$ cat config.mk
export PLATFORM = sky130hd
export DESIGN_NAME = bcmc_top
export DESIGN_NICKNAME = d
export VERILOG_FILES = /design/src/design/bcmc_pkg.sv /design/src/design/bcmc_hib_select.sv /design/src/design/bcmc_top.sv
export SDC_FILE = /design/constraint.sdc
export NUM_CORES = 1
export LEC_CHECK = 0
export BUFFER_PORTS_ARGS = -buffer_cell sky130_fd_sc_hd__buf_2
export CELL_PAD_IN_SITES_DETAIL_PLACEMENT = 2
export CELL_PAD_IN_SITES_GLOBAL_PLACEMENT = 2
export CORE_ASPECT_RATIO = 1.25
export CORE_UTILIZATION = 26
export DETAILED_ROUTE_END_ITERATION = 10
export HOLD_SLACK_MARGIN = 0.06
export PLACE_DENSITY_LB_ADDON = 0.1
export SKIP_CTS_REPAIR_TIMING = 1
export SLEW_MARGIN = 0
export SYNTH_ARGS = -nofsm -noshare
export SYNTH_HDL_FRONTEND = slang
export SYNTH_SLANG_ARGS = --single-unit
$ cat constraint.sdc
create_clock -name clock -period 1.55 [get_ports clock]
set_input_delay 0.2325 -clock clock [delete_from_list [all_inputs] [get_ports clock]]
set_output_delay 0.2325 -clock clock [all_outputs]
set_load 0.02 [all_outputs]
$ cat src/design/bcmc_pkg.sv
// package for the boost converter mode control block
// assumes a single 250 MHz clock domain and an AXI4-Lite register bus
package bcmc_pkg;
    localparam int unsigned BCMC_ADDR_W = 8;
    // register word index is 0xB7, so the byte address is four times it
    localparam logic [7:0] BCMC_CTRL_INDEX = 8'hB7;
    localparam logic [9:0] BCMC_CTRL_ADDR = {BCMC_CTRL_INDEX, 2'h0};
    // own registers: enable and hibernate register bit, status readback
    localparam logic [7:0] BCMC_ENABLE_INDEX = 8'hC0;
    localparam logic [9:0] BCMC_ENABLE_ADDR = {BCMC_ENABLE_INDEX, 2'h0};
    localparam logic [7:0] BCMC_STATUS_INDEX = 8'hC1;
    localparam logic [9:0] BCMC_STATUS_ADDR = {BCMC_STATUS_INDEX, 2'h0};
    // control register fields
    localparam int unsigned BCMC_MODE_BIT = 14;
    localparam int unsigned BCMC_HIB_BEH_BIT = 12;
    localparam int unsigned BCMC_TRIG_LSB = 8;
    localparam int unsigned BCMC_ILIM_BIT = 6;
    localparam int unsigned BCMC_RAMP_LSB = 3;
    localparam int unsigned BCMC_FB_LSB = 0;
    localparam logic [15:0] BCMC_CTRL_WMASK = 16'h535B;
    localparam logic [15:0] BCMC_CTRL_RESET = 16'h0008;
    // enable register fields
    localparam int unsigned BCMC_EN_BIT = 0;
    localparam int unsigned BCMC_HIBREG_BIT = 1;
    // feedback and ramp codes
    localparam logic [1:0] BCMC_FB_EXTERNAL = 2'h0;
    localparam logic [1:0] BCMC_FB_SINK_A = 2'h1;
    localparam logic [1:0] BCMC_FB_RESERVED = 2'h2;
    localparam logic [1:0] BCMC_FB_INTERNAL_5V = 2'h3;
    localparam logic [1:0] BCMC_RAMP_LOW_VOUT = 2'h3;
    localparam logic [1:0] BCMC_RESP_OKAY = 2'h0;
    localparam logic [1:0] BCMC_RESP_SLVERR = 2'h2;
endpackage

$ cat src/design/bcmc_hib_select.sv
// hibernate source selection for the boost converter
// assumes low-power and gpio hibernate inputs already synchronous
module bcmc_hib_select
    import bcmc_pkg::*;
(
    // clock and reset
    input wire logic clock,
    input wire logic reset_n,
    // sources
    input wire logic [1:0] hibernate_trigger_select,
    input wire logic hibernate_reg_bit,
    input wire logic [2:0] low_power_in,
    input wire logic gpio_hibernate_in,
    // result
    output logic hibernate_active
);
    // low-power inputs active high; gpio hibernate overrides the selection
    always_ff @(posedge clock or negedge reset_n) begin
        if (!reset_n) begin
            hibernate_active <= 1'b0;
        end else begin
            unique case (hibernate_trigger_select)
                2'h0: hibernate_active <= hibernate_reg_bit | gpio_hibernate_in;
                2'h1: hibernate_active <= low_power_in[0] | gpio_hibernate_in;
                2'h2: hibernate_active <= low_power_in[1] | gpio_hibernate_in;
                2'h3: hibernate_active <= low_power_in[2] | gpio_hibernate_in;
            endcase
        end
    end
endmodule

$ cat src/design/bcmc_top.sv
// boost converter mode control: register file and power stage controls
// assumes an AXI4-Lite master, synchronous inputs, and an analog stage on the outputs
// What this block does
// - in switch mode the pass switch is closed while the enable bit is 1 and open while it is 0 or while hibernate is active with control bit 12 set.
// - control bit 14 selects boost (0) or switch (1) operation and resets to 0.
// - control bits 1:0 select the feedback source, reset 00, with 10 reserved.
// - with feedback 01 the stage regulates so sink A carries the programmed sink current.
// - control bits 4:3 hold the compensation ramp code, reset 01.
// - feedback select 11 forces ramp code 11 regardless of the ramp bits.
// - control bit 6 selects the higher (0) or lower (1) peak current limit, reset 0.
// - control bit 12 keeps the converter running (0) or disables its output (1) in hibernate.
// - control bits 9:8 select the hibernate source: register bit or low-power input one to three.
// - the low-power inputs are active high when selected.
// - an asserted gpio hibernate input forces hibernate regardless of the source selection.
//
// The AXI4-Lite interface to the registers is this design's own decision.
module bcmc_top
    import bcmc_pkg::*;
(
    // clock and reset
    input wire logic clock,
    input wire logic reset_n,
    // axi4-lite write address and data
    input wire logic [9:0] s_axi_awaddr,
    input wire logic s_axi_awvalid,
    output logic s_axi_awready,
    input wire logic [31:0] s_axi_wdata,
    input wire logic [3:0] s_axi_wstrb,
    input wire logic s_axi_wvalid,
    output logic s_axi_wready,
    // axi4-lite write response
    output logic [1:0] s_axi_bresp,
    output logic s_axi_bvalid,
    input wire logic s_axi_bready,
    // axi4-lite read
    input wire logic [9:0] s_axi_araddr,
    input wire logic s_axi_arvalid,
    output logic s_axi_arready,
    output logic [31:0] s_axi_rdata,
    output logic [1:0] s_axi_rresp,
    output logic s_axi_rvalid,
    input wire logic s_axi_rready,
    // hibernate sources
    input wire logic low_power_input_one,
    input wire logic low_power_input_two,
    input wire logic low_power_input_three,
    input wire logic gpio_hibernate_in,
    // power stage controls
    output logic pass_switch_closed,
    output logic boost_run,
    output logic boost_mode_select,
    output logic [1:0] feedback_source_select,
    output logic [1:0] comp_ramp_code,
    output logic peak_current_limit_select,
    output logic sink_a_regulation
);
    logic [15:0] ctrl;
    logic boost_enable;
    logic hibernate_reg_bit;
    logic hibernate_active;
    logic aw_held;
    logic w_held;
    logic [9:0] aw_addr;
    logic [31:0] w_data;
    logic [3:0] w_strb;
    logic next_switch;
    logic next_run;
    logic hib_off;
    logic [31:0] ctrl_merged;

    // the analog stage sees hibernate two cycles after the inputs move
    bcmc_hib_select u_hib (
        .clock(clock),
        .reset_n(reset_n),
        .hibernate_trigger_select(ctrl[BCMC_TRIG_LSB +: 2]),
        .hibernate_reg_bit(hibernate_reg_bit),
        .low_power_in({low_power_input_three, low_power_input_two, low_power_input_one}),
        .gpio_hibernate_in(gpio_hibernate_in),
        .hibernate_active(hibernate_active)
    );

    // merges byte lanes into a register word
    function automatic logic [31:0] bcmc_merge(input logic [31:0] old, input logic [31:0] data,
                                                input logic [3:0] strb);
        logic [31:0] r;
        r = old;
        for (int i = 0; i < 4; i++) begin
            if (strb[i]) begin
                r[i*8 +: 8] = data[i*8 +: 8];
            end
        end
        return r;
    endfunction

    // merged word is formed outside the clocked block; the register write keeps only its low half
    assign ctrl_merged = bcmc_merge({16'h0, ctrl}, w_data, w_strb);

    // address and data are latched separately, so either may come first
    always_ff @(posedge clock or negedge reset_n) begin
        if (!reset_n) begin
            aw_held <= 1'b0;
            aw_addr <= '0;
            s_axi_awready <= 1'b1;
        end else if (s_axi_awvalid && s_axi_awready) begin
            aw_held <= 1'b1;
            aw_addr <= s_axi_awaddr;
            s_axi_awready <= 1'b0;
        end else if (s_axi_bvalid && s_axi_bready) begin
            aw_held <= 1'b0;
            s_axi_awready <= 1'b1;
        end
    end

    always_ff @(posedge clock or negedge reset_n) begin
        if (!reset_n) begin
            w_held <= 1'b0;
            w_data <= '0;
            w_strb <= '0;
            s_axi_wready <= 1'b1;
        end else if (s_axi_wvalid && s_axi_wready) begin
            w_held <= 1'b1;
            w_data <= s_axi_wdata;
            w_strb <= s_axi_wstrb;
            s_axi_wready <= 1'b0;
        end else if (s_axi_bvalid && s_axi_bready) begin
            w_held <= 1'b0;
            s_axi_wready <= 1'b1;
        end
    end

    // register write and write response
    always_ff @(posedge clock or negedge reset_n) begin
        if (!reset_n) begin
            ctrl <= BCMC_CTRL_RESET;
            boost_enable <= 1'b0;
            hibernate_reg_bit <= 1'b0;
            s_axi_bvalid <= 1'b0;
            s_axi_bresp <= BCMC_RESP_OKAY;
        end else if (aw_held && w_held && !s_axi_bvalid) begin
            s_axi_bvalid <= 1'b1;
            s_axi_bresp <= BCMC_RESP_OKAY;
            unique case (aw_addr)
                BCMC_CTRL_ADDR: begin
                    ctrl <= ctrl_merged[15:0] & BCMC_CTRL_WMASK;
                end
                BCMC_ENABLE_ADDR: begin
                    if (w_strb[0]) begin
                        boost_enable <= w_data[BCMC_EN_BIT];
                        hibernate_reg_bit <= w_data[BCMC_HIBREG_BIT];
                    end
                end
                default: s_axi_bresp <= BCMC_RESP_SLVERR;
            endcase
        end else if (s_axi_bvalid && s_axi_bready) begin
            s_axi_bvalid <= 1'b0;
        end
    end

    // read channel: one read at a time, answer one cycle after acceptance
    always_ff @(posedge clock or negedge reset_n) begin
        if (!reset_n) begin
            s_axi_arready <= 1'b1;
            s_axi_rvalid <= 1'b0;
            s_axi_rdata <= '0;
            s_axi_rresp <= BCMC_RESP_OKAY;
        end else if (s_axi_arvalid && s_axi_arready) begin
            s_axi_arready <= 1'b0;
            s_axi_rvalid <= 1'b1;
            s_axi_rresp <= BCMC_RESP_OKAY;
            unique case (s_axi_araddr)
                BCMC_CTRL_ADDR: s_axi_rdata <= {16'h0, ctrl};
                BCMC_ENABLE_ADDR: s_axi_rdata <= {30'h0, hibernate_reg_bit, boost_enable};
                BCMC_STATUS_ADDR: s_axi_rdata <= {27'h0, sink_a_regulation, comp_ramp_code,
                                                   boost_run, pass_switch_closed};
                default: begin
                    s_axi_rdata <= '0;
                    s_axi_rresp <= BCMC_RESP_SLVERR;
                end
            endcase
        end else if (s_axi_rvalid && s_axi_rready) begin
            s_axi_rvalid <= 1'b0;
            s_axi_arready <= 1'b1;
        end
    end

    // output stage controls
    always_comb begin
        hib_off = hibernate_active && ctrl[BCMC_HIB_BEH_BIT];
        next_switch = ctrl[BCMC_MODE_BIT] && boost_enable && !hib_off;
        next_run = !ctrl[BCMC_MODE_BIT] && boost_enable && !hib_off
                   && ctrl[BCMC_FB_LSB +: 2] != BCMC_FB_RESERVED;
    end

    always_ff @(posedge clock or negedge reset_n) begin
        if (!reset_n) begin
            pass_switch_closed <= 1'b0;
            boost_run <= 1'b0;
            boost_mode_select <= 1'b0;
            feedback_source_select <= BCMC_FB_EXTERNAL;
            comp_ramp_code <= BCMC_CTRL_RESET[BCMC_RAMP_LSB +: 2];
            peak_current_limit_select <= 1'b0;
            sink_a_regulation <= 1'b0;
        end else begin
            pass_switch_closed <= next_switch;
            boost_run <= next_run;
            boost_mode_select <= ctrl[BCMC_MODE_BIT];
            feedback_source_select <= ctrl[BCMC_FB_LSB +: 2];
            // forcing the ramp avoids oscillation on the fixed 5 V rail
            comp_ramp_code <= (ctrl[BCMC_FB_LSB +: 2] == BCMC_FB_INTERNAL_5V) ? BCMC_RAMP_LOW_VOUT
                              : ctrl[BCMC_RAMP_LSB +: 2];
            peak_current_limit_select <= ctrl[BCMC_ILIM_BIT];
            sink_a_regulation <= next_run && ctrl[BCMC_FB_LSB +: 2] == BCMC_FB_SINK_A;
        end
    end

    // stage outputs follow the register one clock late
    a_ramp_forced: assert property (@(posedge clock) disable iff (!reset_n)
        $past(ctrl[1:0]) == 2'h3 |-> comp_ramp_code == 2'h3)
        else $error("ramp not forced for internal divider");
    a_ramp_follows: assert property (@(posedge clock) disable iff (!reset_n)
        $past(ctrl[1:0]) != 2'h3 |-> comp_ramp_code == $past(ctrl[4:3]))
        else $error("ramp code does not follow bits");
    a_switch_close: assert property (@(posedge clock) disable iff (!reset_n)
        pass_switch_closed |-> boost_mode_select && $past(boost_enable))
        else $error("switch closed with enable low");
    a_switch_open: assert property (@(posedge clock) disable iff (!reset_n)
        !$past(boost_enable) |-> !pass_switch_closed && !boost_run)
        else $error("stage active with enable low");
    a_mode_bit: assert property (@(posedge clock) disable iff (!reset_n)
        boost_mode_select == $past(ctrl[14]) && (!boost_run || !boost_mode_select))
        else $error("mode select mismatch");
    a_mode_excl: assert property (@(posedge clock) disable iff (!reset_n)
        boost_mode_select |-> !boost_run && !sink_a_regulation)
        else $error("boost active in switch mode");
    a_fb_source: assert property (@(posedge clock) disable iff (!reset_n)
        feedback_source_select == $past(ctrl[1:0]) && (!boost_run || feedback_source_select != 2'h2))
        else $error("feedback source mismatch");
    a_reserved_stop: assert property (@(posedge clock) disable iff (!reset_n)
        $past(ctrl[1:0]) == 2'h2 |-> !boost_run && !sink_a_regulation)
        else $error("boost running on reserved feedback");
    a_sink_reg: assert property (@(posedge clock) disable iff (!reset_n)
        sink_a_regulation |-> boost_run && feedback_source_select == 2'h1)
        else $error("sink regulation outside sink feedback");
    a_sink_follow: assert property (@(posedge clock) disable iff (!reset_n)
        $past(ctrl[1:0]) == 2'h1 && $past(boost_enable) && !$past(ctrl[14]) && !$past(ctrl[12]) |-> sink_a_regulation)
        else $error("sink regulation missing");
    a_ilim_bit: assert property (@(posedge clock) disable iff (!reset_n)
        peak_current_limit_select == $past(ctrl[6]))
        else $error("current limit mismatch");

    // hibernate source and behaviour
    a_hib_disable: assert property (@(posedge clock) disable iff (!reset_n)
        $past(hibernate_active) && $past(ctrl[12]) |-> !pass_switch_closed && !boost_run)
        else $error("output on in disabling hibernate");
    a_hib_keep: assert property (@(posedge clock) disable iff (!reset_n)
        !$past(ctrl[12]) && $past(boost_enable) && !$past(ctrl[14]) && $past(ctrl[1:0]) != 2'h2 |-> boost_run)
        else $error("boost stopped although hibernate keeps it running");
    a_switch_keep: assert property (@(posedge clock) disable iff (!reset_n)
        !$past(ctrl[12]) && $past(boost_enable) && $past(ctrl[14]) |-> pass_switch_closed)
        else $error("switch open with enable high");
    a_gpio_hib: assert property (@(posedge clock) disable iff (!reset_n)
        gpio_hibernate_in |=> hibernate_active)
        else $error("gpio hibernate ignored");
    a_trig_reg: assert property (@(posedge clock) disable iff (!reset_n)
        ctrl[9:8] == 2'h0 && hibernate_reg_bit |=> hibernate_active)
        else $error("hibernate register bit ignored");
    a_lp_one: assert property (@(posedge clock) disable iff (!reset_n)
        ctrl[9:8] == 2'h1 && low_power_input_one |=> hibernate_active)
        else $error("low-power input one ignored");
    a_lp_select: assert property (@(posedge clock) disable iff (!reset_n)
        ctrl[9:8] == 2'h2 && low_power_input_two |=> hibernate_active)
        else $error("low-power input two ignored");
    a_lp_three: assert property (@(posedge clock) disable iff (!reset_n)
        ctrl[9:8] == 2'h3 && low_power_input_three |=> hibernate_active)
        else $error("low-power input three ignored");
    a_lp_idle: assert property (@(posedge clock) disable iff (!reset_n)
        ctrl[9:8] == 2'h1 && !low_power_input_one && !gpio_hibernate_in |=> !hibernate_active)
        else $error("hibernate with selected input low");

    // bus answers stand until taken and never overlap a new request
    a_write_answer: assert property (@(posedge clock) disable iff (!reset_n)
        s_axi_bvalid |-> !s_axi_awready && !s_axi_wready)
        else $error("write accepted while response pending");
    a_write_once: assert property (@(posedge clock) disable iff (!reset_n)
        s_axi_bvalid && s_axi_bready |=> !s_axi_bvalid)
        else $error("write response repeated");
    a_read_answer: assert property (@(posedge clock) disable iff (!reset_n)
        s_axi_rvalid |-> !s_axi_arready)
        else $error("read accepted while data pending");
    a_read_once: assert property (@(posedge clock) disable iff (!reset_n)
        s_axi_rvalid && s_axi_rready |=> !s_axi_rvalid && s_axi_arready)
        else $error("read data repeated");
    a_rdata_slverr: assert property (@(posedge clock) disable iff (!reset_n)
        s_axi_rvalid && s_axi_rresp == BCMC_RESP_SLVERR |-> s_axi_rdata == 32'h0)
        else $error("data returned on refused read");
    a_ctrl_mask: assert property (@(posedge clock) disable iff (!reset_n)
        (ctrl & ~BCMC_CTRL_WMASK) == 16'h0)
        else $error("reserved control bits set");
    c_lp_hib: cover property (@(posedge clock) disable iff (!reset_n) hibernate_active && ctrl[9:8] != 2'h0);
    c_switch_on: cover property (@(posedge clock) disable iff (!reset_n) pass_switch_closed);
    c_boost_sink: cover property (@(posedge clock) disable iff (!reset_n) sink_a_regulation);
    c_hib_off: cover property (@(posedge clock) disable iff (!reset_n) hibernate_active && ctrl[12] && boost_enable);
    c_ramp_forced: cover property (@(posedge clock) disable iff (!reset_n) boost_run && comp_ramp_code == 2'h3);
endmodule

==> parameters.txt <==
Parameter                              Value

Hold path
  Hold crit path type    primary input to register

Logic synthesis
  Share of the synthesized area in compound gates (AO/OA/AOI/OAI)    0.0553
  Share of synthesized cell area in full adder, half adder and majority cells    0
  Dominant combinational cell family by area after synthesis    multiplexers
  Xor-xnor portion of the synthesized cell area    0
  Post-synthesis instance total    197
  Synth unique cells    41
  Yosys synthesis warning count    0
  Mean cell area of the mapped netlist    13.4 sq um
  Most common flop cell mapped by yosys    sky130_fd_sc_hd__dfrtp_1
  Area share of the leading cell type in the synthesized netlist    0.529
  Register bit count reported by yosys    61
  Portion of netlist area occupied by mux cells    0.171
  Share of async-settable or async-resettable flops after synthesis    1.00
  Simple-Gate Fraction of Synth Area    0.109
  Number of enable-type register cells in the synthesized netlist    0
  Sequential cell area fraction in the yosys report    0.579
  Synthesized cell area    2650 sq um
  Top post-synthesis cells by area    sky130_fd_sc_hd__dfrtp_1 (53%), sky130_fd_sc_hd__mux2_2 (9.8%), sky130_fd_sc_hd__buf_4 (7.1%), sky130_fd_sc_hd__dfstp_2 (5.0%), sky130_fd_sc_hd__mux2_4 (2.8%)
  Top cell type by total area after synthesis    sky130_fd_sc_hd__dfrtp_1

Drt
  Number of detailed-routing iterations run before antenna repair    2
  DR vias/cell    4.36
  DRC viols    0
  Wire length reported by the detailed router    6160 um
  Wire length per cell after detailed routing    14.9 um
  Number of nets with antenna violations after detailed routing    0
  Vias after detailed routing    1795
  Detailed router's first-iteration violation count    97

Cells and area
  Layout Cell Area excl Fill    3490 sq um
  Fraction of layout instances using a drive strength above 1    0.490
  Final core utilization    0.358
  Final cell count without fillers    412
  Diode insertion count for antenna repair    0
  Final #Nets    348
  Layout Area Growth over Synthesis    31.8%

Worst setup path
  Peak fanout along the critical path    5
  Cell-by-cell trace of the critical path    or4b_4, nor2_4, and3_4, mux2_4
  Crit start category    register
  Slowest cell on crit path    sky130_fd_sc_hd__or4b_4
  CP endpoint kind    register
  Arr. time, crit path    1.96 ns
  Start-to-end type of the worst setup path    register to register
  Slowest stage delay, CP    0.59 ns
  Crit path buffers/inverters    0
  Cell family with the largest share of critical-path delay    simple AND/OR/NAND/NOR gates
  Required time of the critical path    1.75 ns

Global routing
  Number of global-route vias before repair    1971
  Total overflow reported by the global router    0
  All-Layer GR Usage    0.123
  Number of antenna violations at the first check in global routing    0
  Largest net degree at the start of global routing    62
  Wire length of the first global-routing pass    9940 um

Floorplanning
  I/O pin count    117
  Die X    92.3 um
  Number of rows created at floorplan    40
  Core region area    9760 sq um
  Initial Util    0.271
  Die Y    115 um
  Die Outline Area    10600 sq um

STA
  Final-report setup violation count    11
  Setup slack after layout    -0.207 ns
  Time the final worst path needs with I/O delays and setup    1.76 ns
  Total Negative Setup Slacks    -2.06 ns
  Fraction of the cycle the final worst path needs    1.13
  Setup repair after global routing missed its margin    yes
  Hold Vio Cnt, Final    0
  Total count of max-transition violations in the final report    0
  Clock skew after layout    0.00353 ns
  Max frequency    0.569 GHz

Clocking
  Maximum count of clock buffers along a single path    2
  Insertion delay of the later-clocked pin in the worst-skew pair    0.32 ns
  CTS tree    yes
  Sink count of the clock tree    61
  TritonCTS buffer count    9
  Clock root buffer master    sky130_fd_sc_hd__clkbuf_16
  Clk slew on worst S/H paths    0.05 ns
  CTS H-tree lvls    3

Place
  Final HPWL DP    4500 um
  GP Congestion    0.709
  Count of input and output buffers    67
  Placed cell count    396
  Standard cell area after detailed placement    3130 sq um

Status
  Result of the run    finished with violations
  Failing checks    setup timing

Power
  Clock network fraction of design power    0.406
  Pwr Density    1540 nW/um^2
  Combinational power share    0.186
  Net switching power    1.38 mW
  Post-layout total power    5.38 mW
  VDD IR-drop max    0.650 mV
  Sw Ratio    0.257
  Relative contribution of sequential cells to total power    0.409
  Static Leakage    1.77 nW
  P_int    4.00 mW

Flow run
  Maxcap violations    0
## logic make-up after synthesis
kind of cell           after synthesis
other                                1
AOI/OAI and AO/OA                   20
and+or+nand+nor                     44
DFF                                 61
buffers and inverters               33
muxes                               38
## cell type report
type	instances	area, sq um
Fill cell	1046	6270
Multi-Input combinational cell	126	1020
Clock inverter	4	70.1
Tap cell	126	158
Sequential cell	61	1530
Inverter	4	15.0
Timing Repair Buffer	79	440
Clock buffer	12	256
## worst paths after layout
kind	from	end	slack (ns)	depth (start not counted)
min in group asynchronous	reset_n	s_axi_rdata[2]	0.45	3
hold reg to reg	ctrl[6]	peak_current_limit_select	0.44	0
max in group asynchronous	reset_n	s_axi_arready	0.76	3
setup reg to reg	aw_addr[1]	ctrl[0]	-0.21	4
setup / recovery	aw_addr[1]	ctrl[0]	-0.21	4
hold / removal	s_axi_awvalid	s_axi_awready	0.07	2
## flip-flops by register name, indices dropped and copies added, names as in the netlist, 2 cells and up
name                    flops
feedback_source_select      2
w_strb                      2
comp_ramp_code              2
s_axi_rdata                10
w_data                      9
aw_addr                    10
ctrl                        9
## per-stage QoR
stage	worst slack (ns)	hold WS [ns]
final	-0.207	0.0677
after global routing	-0.263	0.0786
after CTS	-0.267	-0.0693
after detailed placement	-0.256	0.278
after global placement	-0.253	0.276
after floorplan	-0.134	-0.0631
## placed cells by master, fill, tap and decap left out, types with 2 or more instances in the layout
cell type                   count
sky130_fd_sc_hd__nand2_1       16
sky130_fd_sc_hd__nor3b_1        2
sky130_fd_sc_hd__and3_1         4
sky130_fd_sc_hd__nand3b_1       2
sky130_fd_sc_hd__a21o_1         2
sky130_fd_sc_hd__mux2_4        10
sky130_fd_sc_hd__buf_4         10
sky130_fd_sc_hd__inv_1          4
sky130_fd_sc_hd__mux2i_1        5
sky130_fd_sc_hd__o21ai_0        6
sky130_fd_sc_hd__dfrtp_1       56
sky130_fd_sc_hd__and3_4         2
sky130_fd_sc_hd__a221o_1        2
sky130_fd_sc_hd__clkbuf_16      9
sky130_fd_sc_hd__clkbuf_8       2
sky130_fd_sc_hd__dfstp_2        5
sky130_fd_sc_hd__clkinv_2       2
sky130_fd_sc_hd__nor4_1         2
sky130_fd_sc_hd__buf_2         67
sky130_fd_sc_hd__a22o_1         5
sky130_fd_sc_hd__mux2_2        22
sky130_fd_sc_hd__a32oi_1        2
sky130_fd_sc_hd__bufinv_16      2
sky130_fd_sc_hd__conb_1        24
## cells in the mapped netlist, types with 2 or more instances
library cell                n
sky130_fd_sc_hd__dfrtp_1   56
sky130_fd_sc_hd__buf_4     25
sky130_fd_sc_hd__mux2_2    23
sky130_fd_sc_hd__nand2_1   16
sky130_fd_sc_hd__and3_1     6
sky130_fd_sc_hd__o21ai_0    6
sky130_fd_sc_hd__a22o_1     5
sky130_fd_sc_hd__dfstp_2    5
sky130_fd_sc_hd__mux2_4     5
sky130_fd_sc_hd__mux2i_1    5
sky130_fd_sc_hd__inv_1      4
sky130_fd_sc_hd__mux2_1     4
sky130_fd_sc_hd__clkbuf_1   3
sky130_fd_sc_hd__a21o_1     2
sky130_fd_sc_hd__a221o_1    2
sky130_fd_sc_hd__a32oi_1    2
sky130_fd_sc_hd__nand3b_1   2
sky130_fd_sc_hd__nor3b_1    2
sky130_fd_sc_hd__nor4_1     2
## per-layer routing
metal / track usage / wire, um
met5: 0 / 0
met2: 0.215 / 3230
met1: 0.137 / 2430
met4: 0.0500 / 99
met3: 0.0437 / 389
## power groups by stage
stage / logic [mW] / clock network [mW] / registers [mW]
6_report: 0.999 / 2.18 / 2.20
5_1_grt: 1.10 / 2.32 / 2.26
4_1_cts: 0.994 / 2.24 / 2.21
3_5_place_dp: 0.992 / 0 / 2.23
3_3_place_gp: 0.960 / 0 / 2.21
2_1_floorplan: 0.592 / 0 / 2.24
Note: power is estimated with default switching activity, not from simulation.
